[config.mk]
export PLATFORM = sky130hd
export DESIGN_NAME = cbu_branch_unit
export DESIGN_NICKNAME = d
export VERILOG_FILES = /design/src/verilog/cbu_decode.v /design/src/verilog/cbu_branch_unit.v
export VERILOG_INCLUDE_DIRS = /design/src /design/src/common
export SDC_FILE = /design/constraint.sdc
export NUM_CORES = 1
export LEC_CHECK = 0
export BUFFER_PORTS_ARGS = -buffer_cell sky130_fd_sc_hd__buf_2
export CORE_MARGIN = 2
export CORE_UTILIZATION = 50
export DETAILED_ROUTE_END_ITERATION = 10
export HOLD_SLACK_MARGIN = 0.12
export PLACE_DENSITY = 0.74
export SLEW_MARGIN = 20
export SYNTH_ARGS = -nofsm -noshare
export SYNTH_HDL_FRONTEND = slang
export SYNTH_SLANG_ARGS = --single-unit
[constraint.sdc]
create_clock -name sys_clk -period 2.6 [get_ports sys_clk]
set_input_delay 0.78 -clock sys_clk [delete_from_list [all_inputs] [get_ports sys_clk]]
set_output_delay 0.78 -clock sys_clk [all_outputs]
set_load 0.01 [all_outputs]
[src/common/cbu_defs.vh]
// constants for the conditional branch unit
`ifndef CBU_DEFS_VH
`define CBU_DEFS_VH

// ****************************************
// opcode upper bytes
// ****************************************
`define CBU_OP_BRANCH_IF_NEGATIVE       8'hE6
`define CBU_OP_BRANCH_IF_CARRY_CLEAR    8'hE3
`define CBU_OP_BRANCH_IF_NEGATIVE_CLEAR 8'hE7
`define CBU_OP_BRANCH_IF_OVERFLOW_CLEAR 8'hE5

// ****************************************
// phases and widths
// ****************************************
`define CBU_Q1          2'h0
`define CBU_Q2          2'h1
`define CBU_Q3          2'h2
`define CBU_Q4          2'h3
`define CBU_PC_STEP     2
`define CBU_PC_WIDTH    21

`endif

[src/verilog/cbu_decode.v]
// opcode decode and flag test for the conditional branches
`timescale 1ns/1ps
`include "cbu_defs.vh"

module cbu_decode (
    // instruction and flags
    input  wire [15:0] instr,
    input  wire        flag_negative,
    input  wire        flag_carry,
    input  wire        flag_overflow,
    // result
    output reg         is_branch,
    output reg         take
);

    // ****************************************
    // decode
    // ****************************************
    always @* begin
        is_branch = 1'b1;
        take      = 1'b0;
        case (instr[15:8])
            `CBU_OP_BRANCH_IF_NEGATIVE:       take = flag_negative;   // [RULE_01]
            `CBU_OP_BRANCH_IF_CARRY_CLEAR:    take = ~flag_carry;     // [RULE_02]
            `CBU_OP_BRANCH_IF_NEGATIVE_CLEAR: take = ~flag_negative;  // [RULE_03]
            `CBU_OP_BRANCH_IF_OVERFLOW_CLEAR: take = ~flag_overflow;  // [RULE_04]
            default: is_branch = 1'b0;
        endcase
    end

endmodule // cbu_decode

[src/verilog/cbu_branch_unit.v]
// conditional relative branch execution unit
`timescale 1ns/1ps
`include "cbu_defs.vh"
// Functional notes
// [RULE_01] upper byte E6 is branch-if-negative, taken when negative is one.
// [RULE_02] upper byte E3 is branch-if-carry-clear, taken when carry is zero.
// [RULE_03] upper byte E7 is branch-if-negative-clear, taken when negative zero.
// [RULE_04] upper byte E5 is branch-if-overflow-clear, taken when overflow zero.
// [RULE_05] the low byte is a signed offset -128..127 and is doubled.
// [RULE_06] a taken branch loads pc with own address plus two plus twice offset.
// [RULE_07] the target uses the already advanced pc; not taken falls through.
// [RULE_08] one word; one cycle not taken, two cycles taken.
// [RULE_09] taken: decode Q1, literal Q2, process Q3, pc write Q4, then a nop cycle.
// [RULE_10] no status flag is changed by these branches.

module cbu_branch_unit #(
    parameter PC_WIDTH = `CBU_PC_WIDTH
) (
    // clock and reset
    input  wire                sys_clk,
    input  wire                rst_n,
    // instruction cycle
    input  wire                instr_valid,
    input  wire [15:0]         instr,
    input  wire [PC_WIDTH-1:0] pc_advanced,
    // status flags, read only
    input  wire                flag_negative,
    input  wire                flag_carry,
    input  wire                flag_overflow,
    // results
    output reg  [1:0]          q_phase,
    output reg                 busy,
    output reg                 nop_cycle,
    output reg                 pc_write,
    output reg  [PC_WIDTH-1:0] pc_target,
    output reg                 branch_done,
    output reg                 branch_taken
);

    // ****************************************
    // state
    // ****************************************
    localparam ST_IDLE = 2'b00;
    localparam ST_EXEC = 2'b01;
    localparam ST_NOP  = 2'b10;

    reg  [1:0]          state;
    reg  [1:0]          next_state;
    reg                 take_latched;
    reg  [7:0]          offset;
    // pc base held from accept so a moving fetch pc cannot skew the target
    reg  [PC_WIDTH-1:0] pc_base;
    reg  [PC_WIDTH-1:0] target_calc;
    wire                is_branch;
    wire                take;

    cbu_decode u_decode (
        .instr         (instr),
        .flag_negative (flag_negative),
        .flag_carry    (flag_carry),
        .flag_overflow (flag_overflow),
        .is_branch     (is_branch),
        .take          (take)
    );

    // ****************************************
    // phase counter and sequence
    // ****************************************
    // flags are only inputs; nothing here writes them [RULE_10]
    always @* begin
        case (state)
            ST_IDLE: begin
                if (instr_valid && is_branch && q_phase == `CBU_Q4)
                    next_state = ST_EXEC;
                else
                    next_state = ST_IDLE;
            end
            ST_EXEC: begin
                if (q_phase == `CBU_Q4)
                    next_state = take_latched ? ST_NOP : ST_IDLE; // [RULE_08]
                else
                    next_state = ST_EXEC;
            end
            ST_NOP: begin
                next_state = (q_phase == `CBU_Q4) ? ST_IDLE : ST_NOP;
            end
            default: next_state = ST_IDLE;
        endcase
    end

    // pc + 2 is already applied upstream; offset doubled [RULE_05] [RULE_07]
    always @* begin
        target_calc = pc_base +
            {{(PC_WIDTH-9){offset[7]}}, offset, 1'b0}; // [RULE_06]
    end

    always @(posedge sys_clk or negedge rst_n) begin
        if (!rst_n) begin
            q_phase      <= `CBU_Q1;
            state        <= ST_IDLE;
            take_latched <= 1'b0;
            offset       <= 8'h00;
            pc_base      <= {PC_WIDTH{1'b0}};
            busy         <= 1'b0;
            nop_cycle    <= 1'b0;
            pc_write     <= 1'b0;
            pc_target    <= {PC_WIDTH{1'b0}};
            branch_done  <= 1'b0;
            branch_taken <= 1'b0;
        end else begin
            q_phase     <= q_phase + 2'h1;
            state       <= next_state;
            pc_write    <= 1'b0;
            branch_done <= 1'b0;
            // instruction taken at end of prior Q4, held until the next accepted branch
            if (state == ST_IDLE && next_state == ST_EXEC) begin
                take_latched <= take;             // decode in Q1 [RULE_09]
                offset       <= instr[7:0];       // literal read [RULE_09]
                pc_base      <= pc_advanced;      // [RULE_07]
            end
            busy      <= (next_state != ST_IDLE);
            nop_cycle <= (next_state == ST_NOP);  // [RULE_09]
            // process in Q3, pc write strobe in Q4
            if (state == ST_EXEC && q_phase == `CBU_Q3 && take_latched) begin
                pc_target <= target_calc;         // [RULE_06]
                pc_write  <= 1'b1;                // [RULE_09]
            end
            if (state == ST_EXEC && q_phase == `CBU_Q3) begin
                branch_done  <= 1'b1;
                branch_taken <= take_latched;
            end
        end
    end

endmodule // cbu_branch_unit

======== Word level (Yosys, flattened, before mapping) ========
Cells that the tools add are included.
cells by class
  bitwise gates (word level) .............. 3
  equality and inequality tests ........... 10
  add/subtract/negate cells ............... 2
  shifts and indexed selects .............. 0
  reductions and logical operators ........ 8
  div/mod/pow operators ................... 0
  multipliers ............................. 0
  muxes and demuxes ....................... 9
  order comparisons ....................... 0
operators with widths
  operator             number
  $eq 8x8->1 const B   4
  $add 21x21->21       1
  $eq 2x2->1 const B   4
  $mux 2               3
  $pmux 2 s3           1
  $logic_and 1x1->1    5
  $eq 2x1->1 const B   2
  $mux 1               4
  $pmux 1 s4           1
  $reduce_or 4->1      1
  $not 1->1            3
  $add 2x1->2 const B  1
  $logic_not 2->1      1
  $reduce_bool 2->1    1
storage, ports and cells
  bits in registers ....................... 60
  bits in latches ......................... 0
  memories ................................ 0
  memory bits (read-only) ................. 0
  input bits .............................. 43
  logic and storage cells ................. 43
  bits in writable memories ............... 0

======== Depth between registers and ports, before layout ========
Gate-level depths: netlist (run 1).
  word-level depth ........................ 9
  mapped depth ............................ 8
  depth with buffers taken out ............ 8

======== Hierarchy ========
Synthesis (run 1) repeated with hierarchy kept, for this count alone.
unflattened totals
  cell total of the unflattened synthesis .. 302
  area total of the unflattened synthesis .. 3230.6 µm²
by module, submodules not included
  module           seq. area each (µm²)  times used  area an instance (µm²)  cells an instance
  cbu_branch_unit  1501.4                1           3161.8                  292
  cbu_decode       0.0                   1           68.8                    10

======== Least setup slack after synthesis (run 1) ========
No wires, ideal clock.
  path kind ............................... register to register
  from .................................... reg offset[7]
  to ...................................... reg pc_target[20]
  data required time ...................... 2.469 ns
  path slack .............................. 0.239 ns
  stages on the path, launching flop included .. 9
  buffers on the path ..................... 1
  arrival ................................. 2.230 ns
  library setup time ...................... 0.131 ns
  path through ............................ dfrtp_1 -> ha_1 -> clkbuf_2 -> nand4_1 -> or2_2 -> o211ai_1 -> nand4_1 -> mux2i_1 -> or3_1
between the ends
  word-level cells in the longest chain between the ends .. 1
RTL lines
  what                      RTL line               source
  start: declaration        cbu_branch_unit.v:50   reg [7:0] offset;
  start signal: assignment  cbu_branch_unit.v:118  offset <= instr[7:0];
  $add 21x21->21            cbu_branch_unit.v:93   target_calc = pc_base +
  end signal: assignment    cbu_branch_unit.v:107  pc_target <= {PC_WIDTH{1'b0}};
  end signal: assignment    cbu_branch_unit.v:125  pc_target <= target_calc;
  end: declaration          cbu_branch_unit.v:35   output reg [PC_WIDTH-1:0] pc_target,
Every way passes these cells.
A chain may end at the register's enable or synchronous reset.

======== Worst setup path in the final report (run 1) ========
  from .................................... reg offset[7]
  to ...................................... reg pc_target[19]
The elaborated chain is that of the path after synthesis.

==> summary.md, run 1 <==
| Metric | Value |
|---|---|
| Outcome | finished, final reports clean |
| Sum of internal, switching and leakage power | between 0.002 and 0.0025 W |
| Critical path launch point type | flop |
| Fin Clk Skew | between 10 and 15 ps |
| Worst rel slew slack | between 60% and 70% |
| Floorplan die height | about 85 um |
| Syn. warnings | 0 |
| Vias in the first global route | ~2,500 |
| Area of combinational cells with multiple inputs | ~1700 um2 |
| Largest net degree at the start of global routing | 40 |
| Global routing usage summed across all routing layers | between 20% and 30% |
| Delay contributed by the slowest stage of the critical path | between 400 and 500 ps |
| Synth Flop Type | dfrtp_1 |
| CTS tree | yes |
| Metal2 WL | ~3100 um |
| Post-route cell area | 3970 um2 |
| Setup TNS | 0 ps |
| Tcrit/Tclk final | 92.9% |
| Number of enable flip-flop cells after synthesis | 0 |
| Root Driver | clkbuf_8 |
| WL met1 | ~3200 um |
| RSZ-0062 raised after global routing | false |
| Critical-path top delay cell | dfrtp_1 |
| Cell count after synthesis | between 300 and 400 |
| Via count | ~2,500 |
| Initial DRC Count | 114 |
| Top Layer Used | met4 |
| Gates resized, CTS repair | 0 |
| Share of synthesized flip-flops with an asynchronous set or reset | 100% |
| Startpoint-to-endpoint class of the critical path | flop to flop |
| Final setup violation count | 0 |
| Cell Int Power | roughly 0.0016 W |
| Number of synthesized register bits | 60 |
| Fillers | 536 |
| Total power divided by cell area | about 510 nW/um2 |
| Net Count, Synth | between 300 and 400 |
| Req. time, crit path | 2810 ps |
| Signal arrival time at the worst endpoint | between 2000 and 3000 ps |
| Min Clock Period, post-route | ~2400 ps |
| Starting utilization of the core area | approximately 52% |
| Switching power share of the total | between 20% and 30% |
| Sum of overflow across all layers after global routing | 0 |
| Fin cells | between 400 and 500 |
| Number of cell rows | 29 |
| Maximum vdd drop | around 0.00053 V |
| Number of hold violations in the final report | 0 |
| Maximum clock path buffer count | 2 |
| Antenna diodes | 0 |
| List of cells traversed by the critical path | buf_4 -> ha_1 -> and3_1 -> and2_1 -> a221o_1 -> a31oi_2 -> xnor2_1 -> mux2_4 |
| # Max-Cap Violations | 0 |
| Part of the Yosys area used for sequential elements | a little under half |
| Number of post-CTS setup repair buffers | 0 |
| Placed instance count | roughly 450 |
| RePlAce Congestion | slightly above 0.9 |
| Average wire per cell in the routed design | around 14 um |
| Class of the most critical hold timing path | input pin to async pin |
| Sequential cell area in the final layout | 1500 um2 |
| Number of buffer cells added on primary ports | 70 |
| Cell taking the most area after synthesis | dfrtp_1 |
| Detailed-placement wirelength estimate | ~5300 um |
| Combinational power share | under 10% |
| Clock-pin transition on the worst setup and hold timing paths | approximately 70 ps |
| Clock share of power | approximately 45% |
| Die Span X | approximately 85 um |
| Net switching power | 0.000456 W |
| Wire length of the first global-routing pass | approximately 12,000 um |
| Register share of total power | approximately 48% |
| Number of nets still failing antenna checks after routing | 0 |
| Floorplan core area | between 6000 and 7000 um2 |
| DRC violations left | 0 |
| Standby leakage power | 2.10 nW |
| Distinct cell type count after synthesis | between 40 and 50 |
| Maximum clock rate | 414 MHz |
| Drt total wl | about 6700 um |
| CP endpoint kind | flop |
| Hold_buf cts | 0 |
| Htree depth | 3 |
| Detailed-routing iteration count for the pre-antenna-repair pass | 5 |
| Die Area | about 7200 um2 |
| Number of pins with negative max-slew slack in the final report | 0 |
| Placed Area | ~3700 um2 |
| Routed vias/inst | around 5.3 |
| Synthesized area per cell | between 10 and 15 um2 |
| Share of cells above drive strength 1 | 34.7% |
| Amount of wire on met3 after detailed routing | roughly 350 um |
| Ranking of synthesized cells by area | dfrtp_1 (46%), mux2_2 (10%), ha_1 (8.1%), nand2_1 (4.5%), o21ai_0 (4.0%) |
| Mapped Area | approximately 3300 um2 |
| Area grow syn2layout | 21.7% |
| Total I/O pin count | a little over 70 |
| Total number of clock tree sinks | 60 |
| Tightest Pin Transition | around 520 ps |
| TritonCTS buffer count | 9 |
| Yosys top cell area share | a little under half |
| Number of nets in the final layout | between 400 and 500 |
| Crit path max fanout | 8 |
| Clock Latency Late Sink | 330 ps |
| Initial antenna violation count | 0 |
| Register-to-register setup slack | 180 ps |
-- cell families after synthesis --
group                      share of synthesized area [%]
and+or+nand+nor                                     13.7
AOI/OAI and AO/OA                                   12.0
DFF                                                 46.1
muxes                                               12.1
adders and majority gates                           8.98
buffers and inverters                               2.65
xor gates and xnor gates                            4.57
-- routing by layer --
layer / track usage [%] / up-vias
li1: - / 1254
met1: 27.1 / 1161
met2: 31.8 / 74
met3: 4.52 / 4
met4: 8.95 / 0
met5: 0 / -
-- critical path, delay by kind of cell, from the launching register on --
kind,cells,cell delay [ps]
AO/OA/AOI/OAI,2,500
flip-flops,1,460
AND/OR/NAND/NOR,2,420
adder cells (fa/ha/maj),1,390
multiplexers,1,250
buffers and inverters,1,200
XOR/XNOR,1,80
-- synth_stat cells, types with 4 or more instances --
cell type  count
a21oi_1       16
xnor2_1        9
ha_1          21
xor2_1         8
nor2_1        10
nand2b_1       4
mux2i_1        4
nand4_1        5
nand2_1       39
mux2_2        30
buf_2          4
inv_1          5
o21ai_0       26
nand3_1       13
dfrtp_1       60
-- worst paths after layout --
kind | startpoint | depth (start not counted) | end
min | rst_n | 1 | state[1]
min in group sys_clk | pc_target[12] | 2 | pc_target[12]
max in group asynchronous | rst_n | 2 | pc_target[12]
max | offset[7] | 8 | pc_target[19]
min reg2reg | pc_target[12] | 2 | pc_target[12]
max reg2reg | offset[7] | 8 | pc_target[19]
-- power groups by stage --
stage                     Sequential, W  Combinational [W]  Clock [W]
after floorplan                0.000976          0.0000829          0
after global placement         0.000977           0.000158          0
after detailed placement       0.000979           0.000160          0
after CTS                      0.000961           0.000161   0.000926
after global routing           0.000962           0.000180   0.000973
final                          0.000961           0.000159   0.000901
-- flip-flops by register name (all words and copies together), names as in the netlist, 2 cells and up --
register   count
pc_target     21
state          2
q_phase        2
offset         8
pc_base       21
-- stage by stage --
step,util (%),hold WS (ps),worst slack [ps]
6_report,62.8,419,184
5_1_grt,62.8,438,37.4
4_1_cts,62.8,414,186
3_5_place_dp,59.4,461,192
3_3_place_gp,59.4,450,252
2_1_floorplan,-,433,239
-- cell type report --
class	count	share of cell area, %
multi-input combinational	229	42.1
sequential	60	37.9
timing repair buffer	81	11.5
clock buffer	10	3.22
tap	77	2.43
clock inverter	6	2.24
inverter	6	0.568
-- cell usage in the layout, fill, tap and decap left out, types with 4 or more instances in the layout --
cell / Yosys / final
a21oi_1: 16 / 16
buf_2: 4 / 70
buf_4: 0 / 9
clkbuf_8: 1 / 9
dfrtp_1: 60 / 60
ha_1: 21 / 21
inv_1: 5 / 5
mux2_2: 30 / 30
mux2i_1: 4 / 4
nand2_1: 39 / 39
nand2b_1: 4 / 4
nand3_1: 13 / 13
nand4_1: 5 / 5
nor2_1: 10 / 10
o21ai_0: 26 / 26
xnor2_1: 9 / 9
xor2_1: 8 / 8
No activity file was read; power rests on OpenSTA's default activity.
==> inputs of run 2 (changes only) <==
Settings changed: RECOVER_POWER set to 100.
==> summary.md, run 2 (synthesis results as in run 1) <==
| Metric | Value |
|---|---|
| Maximum clock rate | ~410 MHz |
| Fin Clk Skew | around 13 ps |
| Most frequent standard cell in the layout excluding fill and tap cells | dfrtp_1 |
| Fillers | 564 |
| Total power divided by cell area | about 520 nW/um2 |
| Gates resized, CTS repair | 0 |
| Floorplan core area | about 6300 um2 |
| Total number of clock tree sinks | 60 |
| Antenna diodes | 0 |
| Most frequent cells in the layout | dfrtp_1 (60), buf_2 (40), nand2_1 (39), clkbuf_1 (35), mux2_2 (30) |
| Largest regs | pc_base (21), pc_target (21), offset (8) |
| Number of buffer cells added on primary ports | 70 |
| Die Span X | ~85 um |
| Number of nets in the final layout | ~450 |
| R2R cell count | 8 |
| Outcome | finished, final reports clean |
| Clock Latency Late Sink | ~340 ps |
| Largest net degree at the start of global routing | 40 |
| TritonCTS buffer count | 9 |
| Tcrit/Tclk final | between 90% and 100% |
| Number of nets still failing antenna checks after routing | 0 |
| Number of pins with negative max-slew slack in the final report | 0 |
| Drt total wl | 6840 um |
| Global routing usage summed across all routing layers | 20.3% |
| Average wire per cell in the routed design | around 15 um |
| Number of hold violations in the final report | 0 |
| Vias in the first global route | roughly 2,500 |
| Register-to-register setup slack | between 100 and 150 ps |
| Class of the most critical hold timing path | flop to flop |
| DRC violations left | 0 |
| # Max-Cap Violations | 0 |
| Crit path max fanout | 8 |
| Worst rel slew slack | roughly 17% |
| Standby leakage power | about 2 nW |
| CP endpoint kind | flop |
| Wire length of the first global-routing pass | between 10,000 and 15,000 um |
| Floorplan die height | between 80 and 90 um |
| Detailed-placement wirelength estimate | 5300 um |
| Starting utilization of the core area | approximately half |
| List of cells traversed by the critical path | clkbuf_2 -> ha_1 -> and3_1 -> and2_1 -> a221o_1 -> a31oi_2 -> xnor2_1 -> mux2_4 |
| Via count | ~2,500 |
| Maximum vdd drop | 0.000530 V |
| Setup TNS | 0 ps |
| Area grow syn2layout | 19.5% |
| Initial DRC Count | 116 |
| Htree depth | 3 |
| Startpoint-to-endpoint class of the critical path | flop to flop |
| Total I/O pin count | 71 |
| Sum of internal, switching and leakage power | about 0.0020 W |
| End of the worst register-to-register path | pc_target[19] |
| Clock-pin transition on the worst setup and hold timing paths | 60 ps |
| Share of cells above drive strength 1 | 26.0% |
| Root Driver | clkbuf_8 |
| CTS tree | yes |
| Detailed-routing iteration count for the pre-antenna-repair pass | 4 |
| Signal arrival time at the worst endpoint | 2680 ps |
| Critical-path top delay cell | dfrtp_1 |
| Number of cell rows | 29 |
| Critical path destination | pc_target[19] |
| Launch instance of the worst register-to-register path | offset[7] |
| RePlAce Congestion | around 0.91 |
| Maximum clock path buffer count | 2 |
| RSZ-0062 raised after global routing | false |
| Final setup violation count | 0 |
| Req. time, crit path | roughly 2800 ps |
| Delay contributed by the slowest stage of the critical path | 460 ps |
| Min Clock Period, post-route | ~2500 ps |
| Initial antenna violation count | 0 |
| Sum of overflow across all layers after global routing | 0 |
| Routed vias/inst | between 5 and 6 |
| Hold_buf cts | 0 |
| Start point of the critical path | offset[7] |
| Number of post-CTS setup repair buffers | 0 |
| Tightest Pin Transition | roughly 1200 ps |
| Die Area | 7180 um2 |
| Critical path launch point type | flop |
## run 2: cell types whose count changed in the layout (fill, tap and decap cells not counted), sizes merged
cell,delta
buf,-36
clkbuf,+36
## run 2: stage by stage
stage | hold WS [ps] | setup slack [ps] | utilization [%] | cell area (um2) | cells
2_1_floorplan | 433 | 239 | - | 3260 | 307
3_3_place_gp | 450 | 252 | 59.4 | 3750 | 453
3_5_place_dp | 461 | 192 | 59.4 | 3750 | 453
4_1_cts | 414 | 186 | 62.8 | 3970 | 469
5_1_grt | 506 | 21.2 | 61.7 | 3900 | 469
6_report | 475 | 134 | 61.7 | 3900 | 469
## run 2: critical path: cells and delay by family, from the launching register on
kind	cells	cell delay, ps
muxes	1	250
buffers and inverters	1	220
AOI/OAI and AO/OA	2	500
xor gates and xnor gates	1	80
DFF	1	460
adders and majority gates	1	420
and+or+nand+nor	2	420
## run 2: layer usage
metal / vias up / global-route usage, % / wire (um)
met1: 1151 / 27.1 / 3290
li1: 1253 / - / -
met3: 8 / 4.52 / 394
met4: 0 / 8.95 / 102
met2: 66 / 31.8 / 3060
met5: - / 0 / 0
## run 2: report_power, final
group / internal (W) / leakage (nW) / switching [W]
sequential: 0.000950 / 0.830 / 0.0000112
combinational: 0.0000726 / 1.02 / 0.0000838
clock: 0.000539 / 0.102 / 0.000367
total: 0.00156 / 1.95 / 0.000462
## run 2: worst min path at each step
| stage | slack, ps | endpoint | startpoint | cells past startpoint |
|---|---|---|---|---|
| 2_1_floorplan | 430 | pc_target[0] | pc_base[0] | 2 |
| 3_3_place_gp | 450 | pc_target[0] | pc_base[0] | 2 |
| 3_5_place_dp | 460 | pc_target[0] | pc_base[0] | 2 |
| 4_1_cts | 410 | state[1] | rst_n | 1 |
| 5_1_grt | 510 | pc_target[0] | pc_target[0] | 2 |
| 6_report | 470 | pc_target[12] | pc_target[12] | 2 |
## run 2: cell type report
cell class	instances	area, um2	area share (%)
clock buffers	10	128	3.28
clock inverters	6	88.8	2.28
inverters	6	22.5	0.578
multi-input cells	229	1670	42.9
flip-flops and latches	60	1500	38.5
well taps	77	96.3	2.47
repair buffers	81	388	9.96
==> inputs of run 3 (changes only) <==
Settings changed: CORE_UTILIZATION 50 to 49, PLACE_DENSITY 0.74 to 0.76, SLEW_MARGIN 20 to not set.
Clock period 2.6 ns to 2.1 ns, I/O delays scaled along.
==> summary.md, run 3 (synthesis results as in run 1) <==
| Metric | Value |
|---|---|
| Class of the most critical hold timing path | input pin to async pin |
| Critical path launch point type | flop |
| Signal arrival time at the worst endpoint | between 2000 and 3000 ps |
| Routed vias/inst | 5.42 |
| Sequential cell area in the final layout | 1500 um2 |
| Placed instance count | 480 |
| Outcome | complete, but fails checks |
| Number of buffer cells added on primary ports | 70 |
| Number of hold violations in the final report | 0 |
| Post-route cell area | 4450 um2 |
| Detailed-routing iteration count for the pre-antenna-repair pass | 5 |
| Fillers | between 400 and 500 |
| Most frequent cells in the layout | dfrtp_1 (59), buf_2 (41), nand2_1 (39), buf_4 (39), clkbuf_1 (32) |
| Maximum clock rate | 416 MHz |
| Number of pins with negative max-slew slack in the final report | 0 |
| Via count | around 2,700 |
| Clock-pin transition on the worst setup and hold timing paths | ~70 ps |
| Antenna diodes | 0 |
| # Max-Cap Violations | 0 |
| Hold Slack | between 400 and 500 ps |
| CTS tree | yes |
| Maximum clock path buffer count | 2 |
| Number of nets in the final layout | 490 |
| Wire length of the first global-routing pass | around 12,000 um |
| Final setup violation count | 10 |
| Starting utilization of the core area | 51.0% |
| CP endpoint kind | flop |
| Req. time, crit path | about 2300 ps |
| RePlAce Congestion | between 0.9 and 1 |
| Clock Latency Late Sink | ~350 ps |
| Standby leakage power | 2.13 nW |
| Floorplan die height | ~86 um |
| Detailed-placement wirelength estimate | 5440 um |
| Number of cell rows | 29 |
| Startpoint-to-endpoint class of the critical path | flop to flop |
| Sum of internal, switching and leakage power | 0.00258 W |
| Placed Area | about 4000 um2 |
| Share of cells above drive strength 1 | around 40% |
| Tcrit/Tclk final | 114% |
| Fin Clk Skew | between 9 and 10 ps |
| Start point of the critical path | offset[7] |
| Final core utilization | around 70% |
| Maximum vdd drop | about 0.0004 V |
| Worst Slack Setup Final | -302 ps |
| Root Driver | clkbuf_8 |
| Initial DRC Count | around 110 |
| Largest net degree at the start of global routing | about 40 |
| Average wire per cell in the routed design | approximately 15 um |
| Area grow syn2layout | 36.5% |
| TritonCTS buffer count | 9 |
| Worst rel slew slack | about 28% |
| Floorplan core area | roughly 6400 um2 |
| Total I/O pin count | 71 |
| Die Area | about 7300 um2 |
| Htree depth | 3 |
| Violations in the final reports | setup timing |
| Die Span X | ~86 um |
| Global routing usage summed across all routing layers | 21.5% |
| Area of combinational cells with multiple inputs | ~1900 um2 |
| Largest regs | pc_base (21), pc_target (21), offset (8) |
| Number of nets still failing antenna checks after routing | 0 |
| DRC violations left | 0 |
| Sum of overflow across all layers after global routing | 0 |
| Launch instance of the worst register-to-register path | offset[7] |
| Fin cells | 507 |
| Total power divided by cell area | 581 nW/um2 |
| Min Clock Period, post-route | approximately 2400 ps |
| Tightest Pin Transition | around 1100 ps |
| Initial antenna violation count | 0 |
| Total number of clock tree sinks | 60 |
| Most frequent standard cell in the layout excluding fill and tap cells | dfrtp_1 |
| Drt total wl | a little under 8000 um |
| Vias in the first global route | 2,723 |
| RSZ-0062 raised after global routing | true |
| Crit path max fanout | 4 |
run 3: report_power, final:
part | internal [W] | switching (W) | total (W)
sequential | 0.00118 | 0.0000166 | 0.00119
clock | 0.000667 | 0.000466 | 0.00113
combinational | 0.000135 | 0.000124 | 0.000259
total | 0.00198 | 0.000606 | 0.00258
run 3: path summary, 6_finish.rpt:
check	to	slack, ps	depth (start not counted)
worst max-delay path	pc_target[19]	-300	8
worst min-delay path	pc_base[6]	460	1
worst max register to register	pc_target[19]	-300	8
worst min register to register	pc_target[0]	470	2
max in group asynchronous	pc_write	430	2
min in group sys_clk	pc_target[0]	470	2
run 3: layout make-up:
class | instances | share of cell area [%]
clock inverters | 6 | 2.00
repair buffers | 119 | 15.7
inverters | 6 | 0.506
multi-input cells | 229 | 43.0
clock buffers | 10 | 2.87
well taps | 77 | 2.16
flip-flops and latches | 60 | 33.8
run 3: through the flow:
| step | setup slack, ps | TNS (ps) |
|---|---|---|
| after floorplan | -149 | -233 |
| after detailed placement | -166 | -917 |
| after CTS | -135 | -574 |
| after global routing | -394 | -2300 |
| after global placement | -113 | -482 |
| final | -302 | -1190 |
run 3: what timing repair did:
item                       in CTS  in global routing
setup buffers                  10                  2
setup endpoints to repair       9                 13
resized for setup              16                 26
pin swaps                      10                 13
hold buffers                    0                  0
run 3: metal layers:
metal / share of wire, % / up-vias / wire length (um) / global-route usage [%]
met5: 0 / - / 0 / 0
li1: - / 1331 / - / -
met2: 49 / 83 / 3850 / 35.2
met3: 5.1 / 17 / 395 / 5.58
met1: 43 / 1316 / 3360 / 26.7
met4: 2.4 / 0 / 186 / 9.96
run 3: worst max-delay path, stage by stage (launching register included):
cell and delay, ps:
dfrtp_2 440, buf_4 150, ha_1 340, a21oi_1 290, o21ai_0 220, a221o_1 360
a31oi_2 160, xnor2_1 80, mux2_4 250
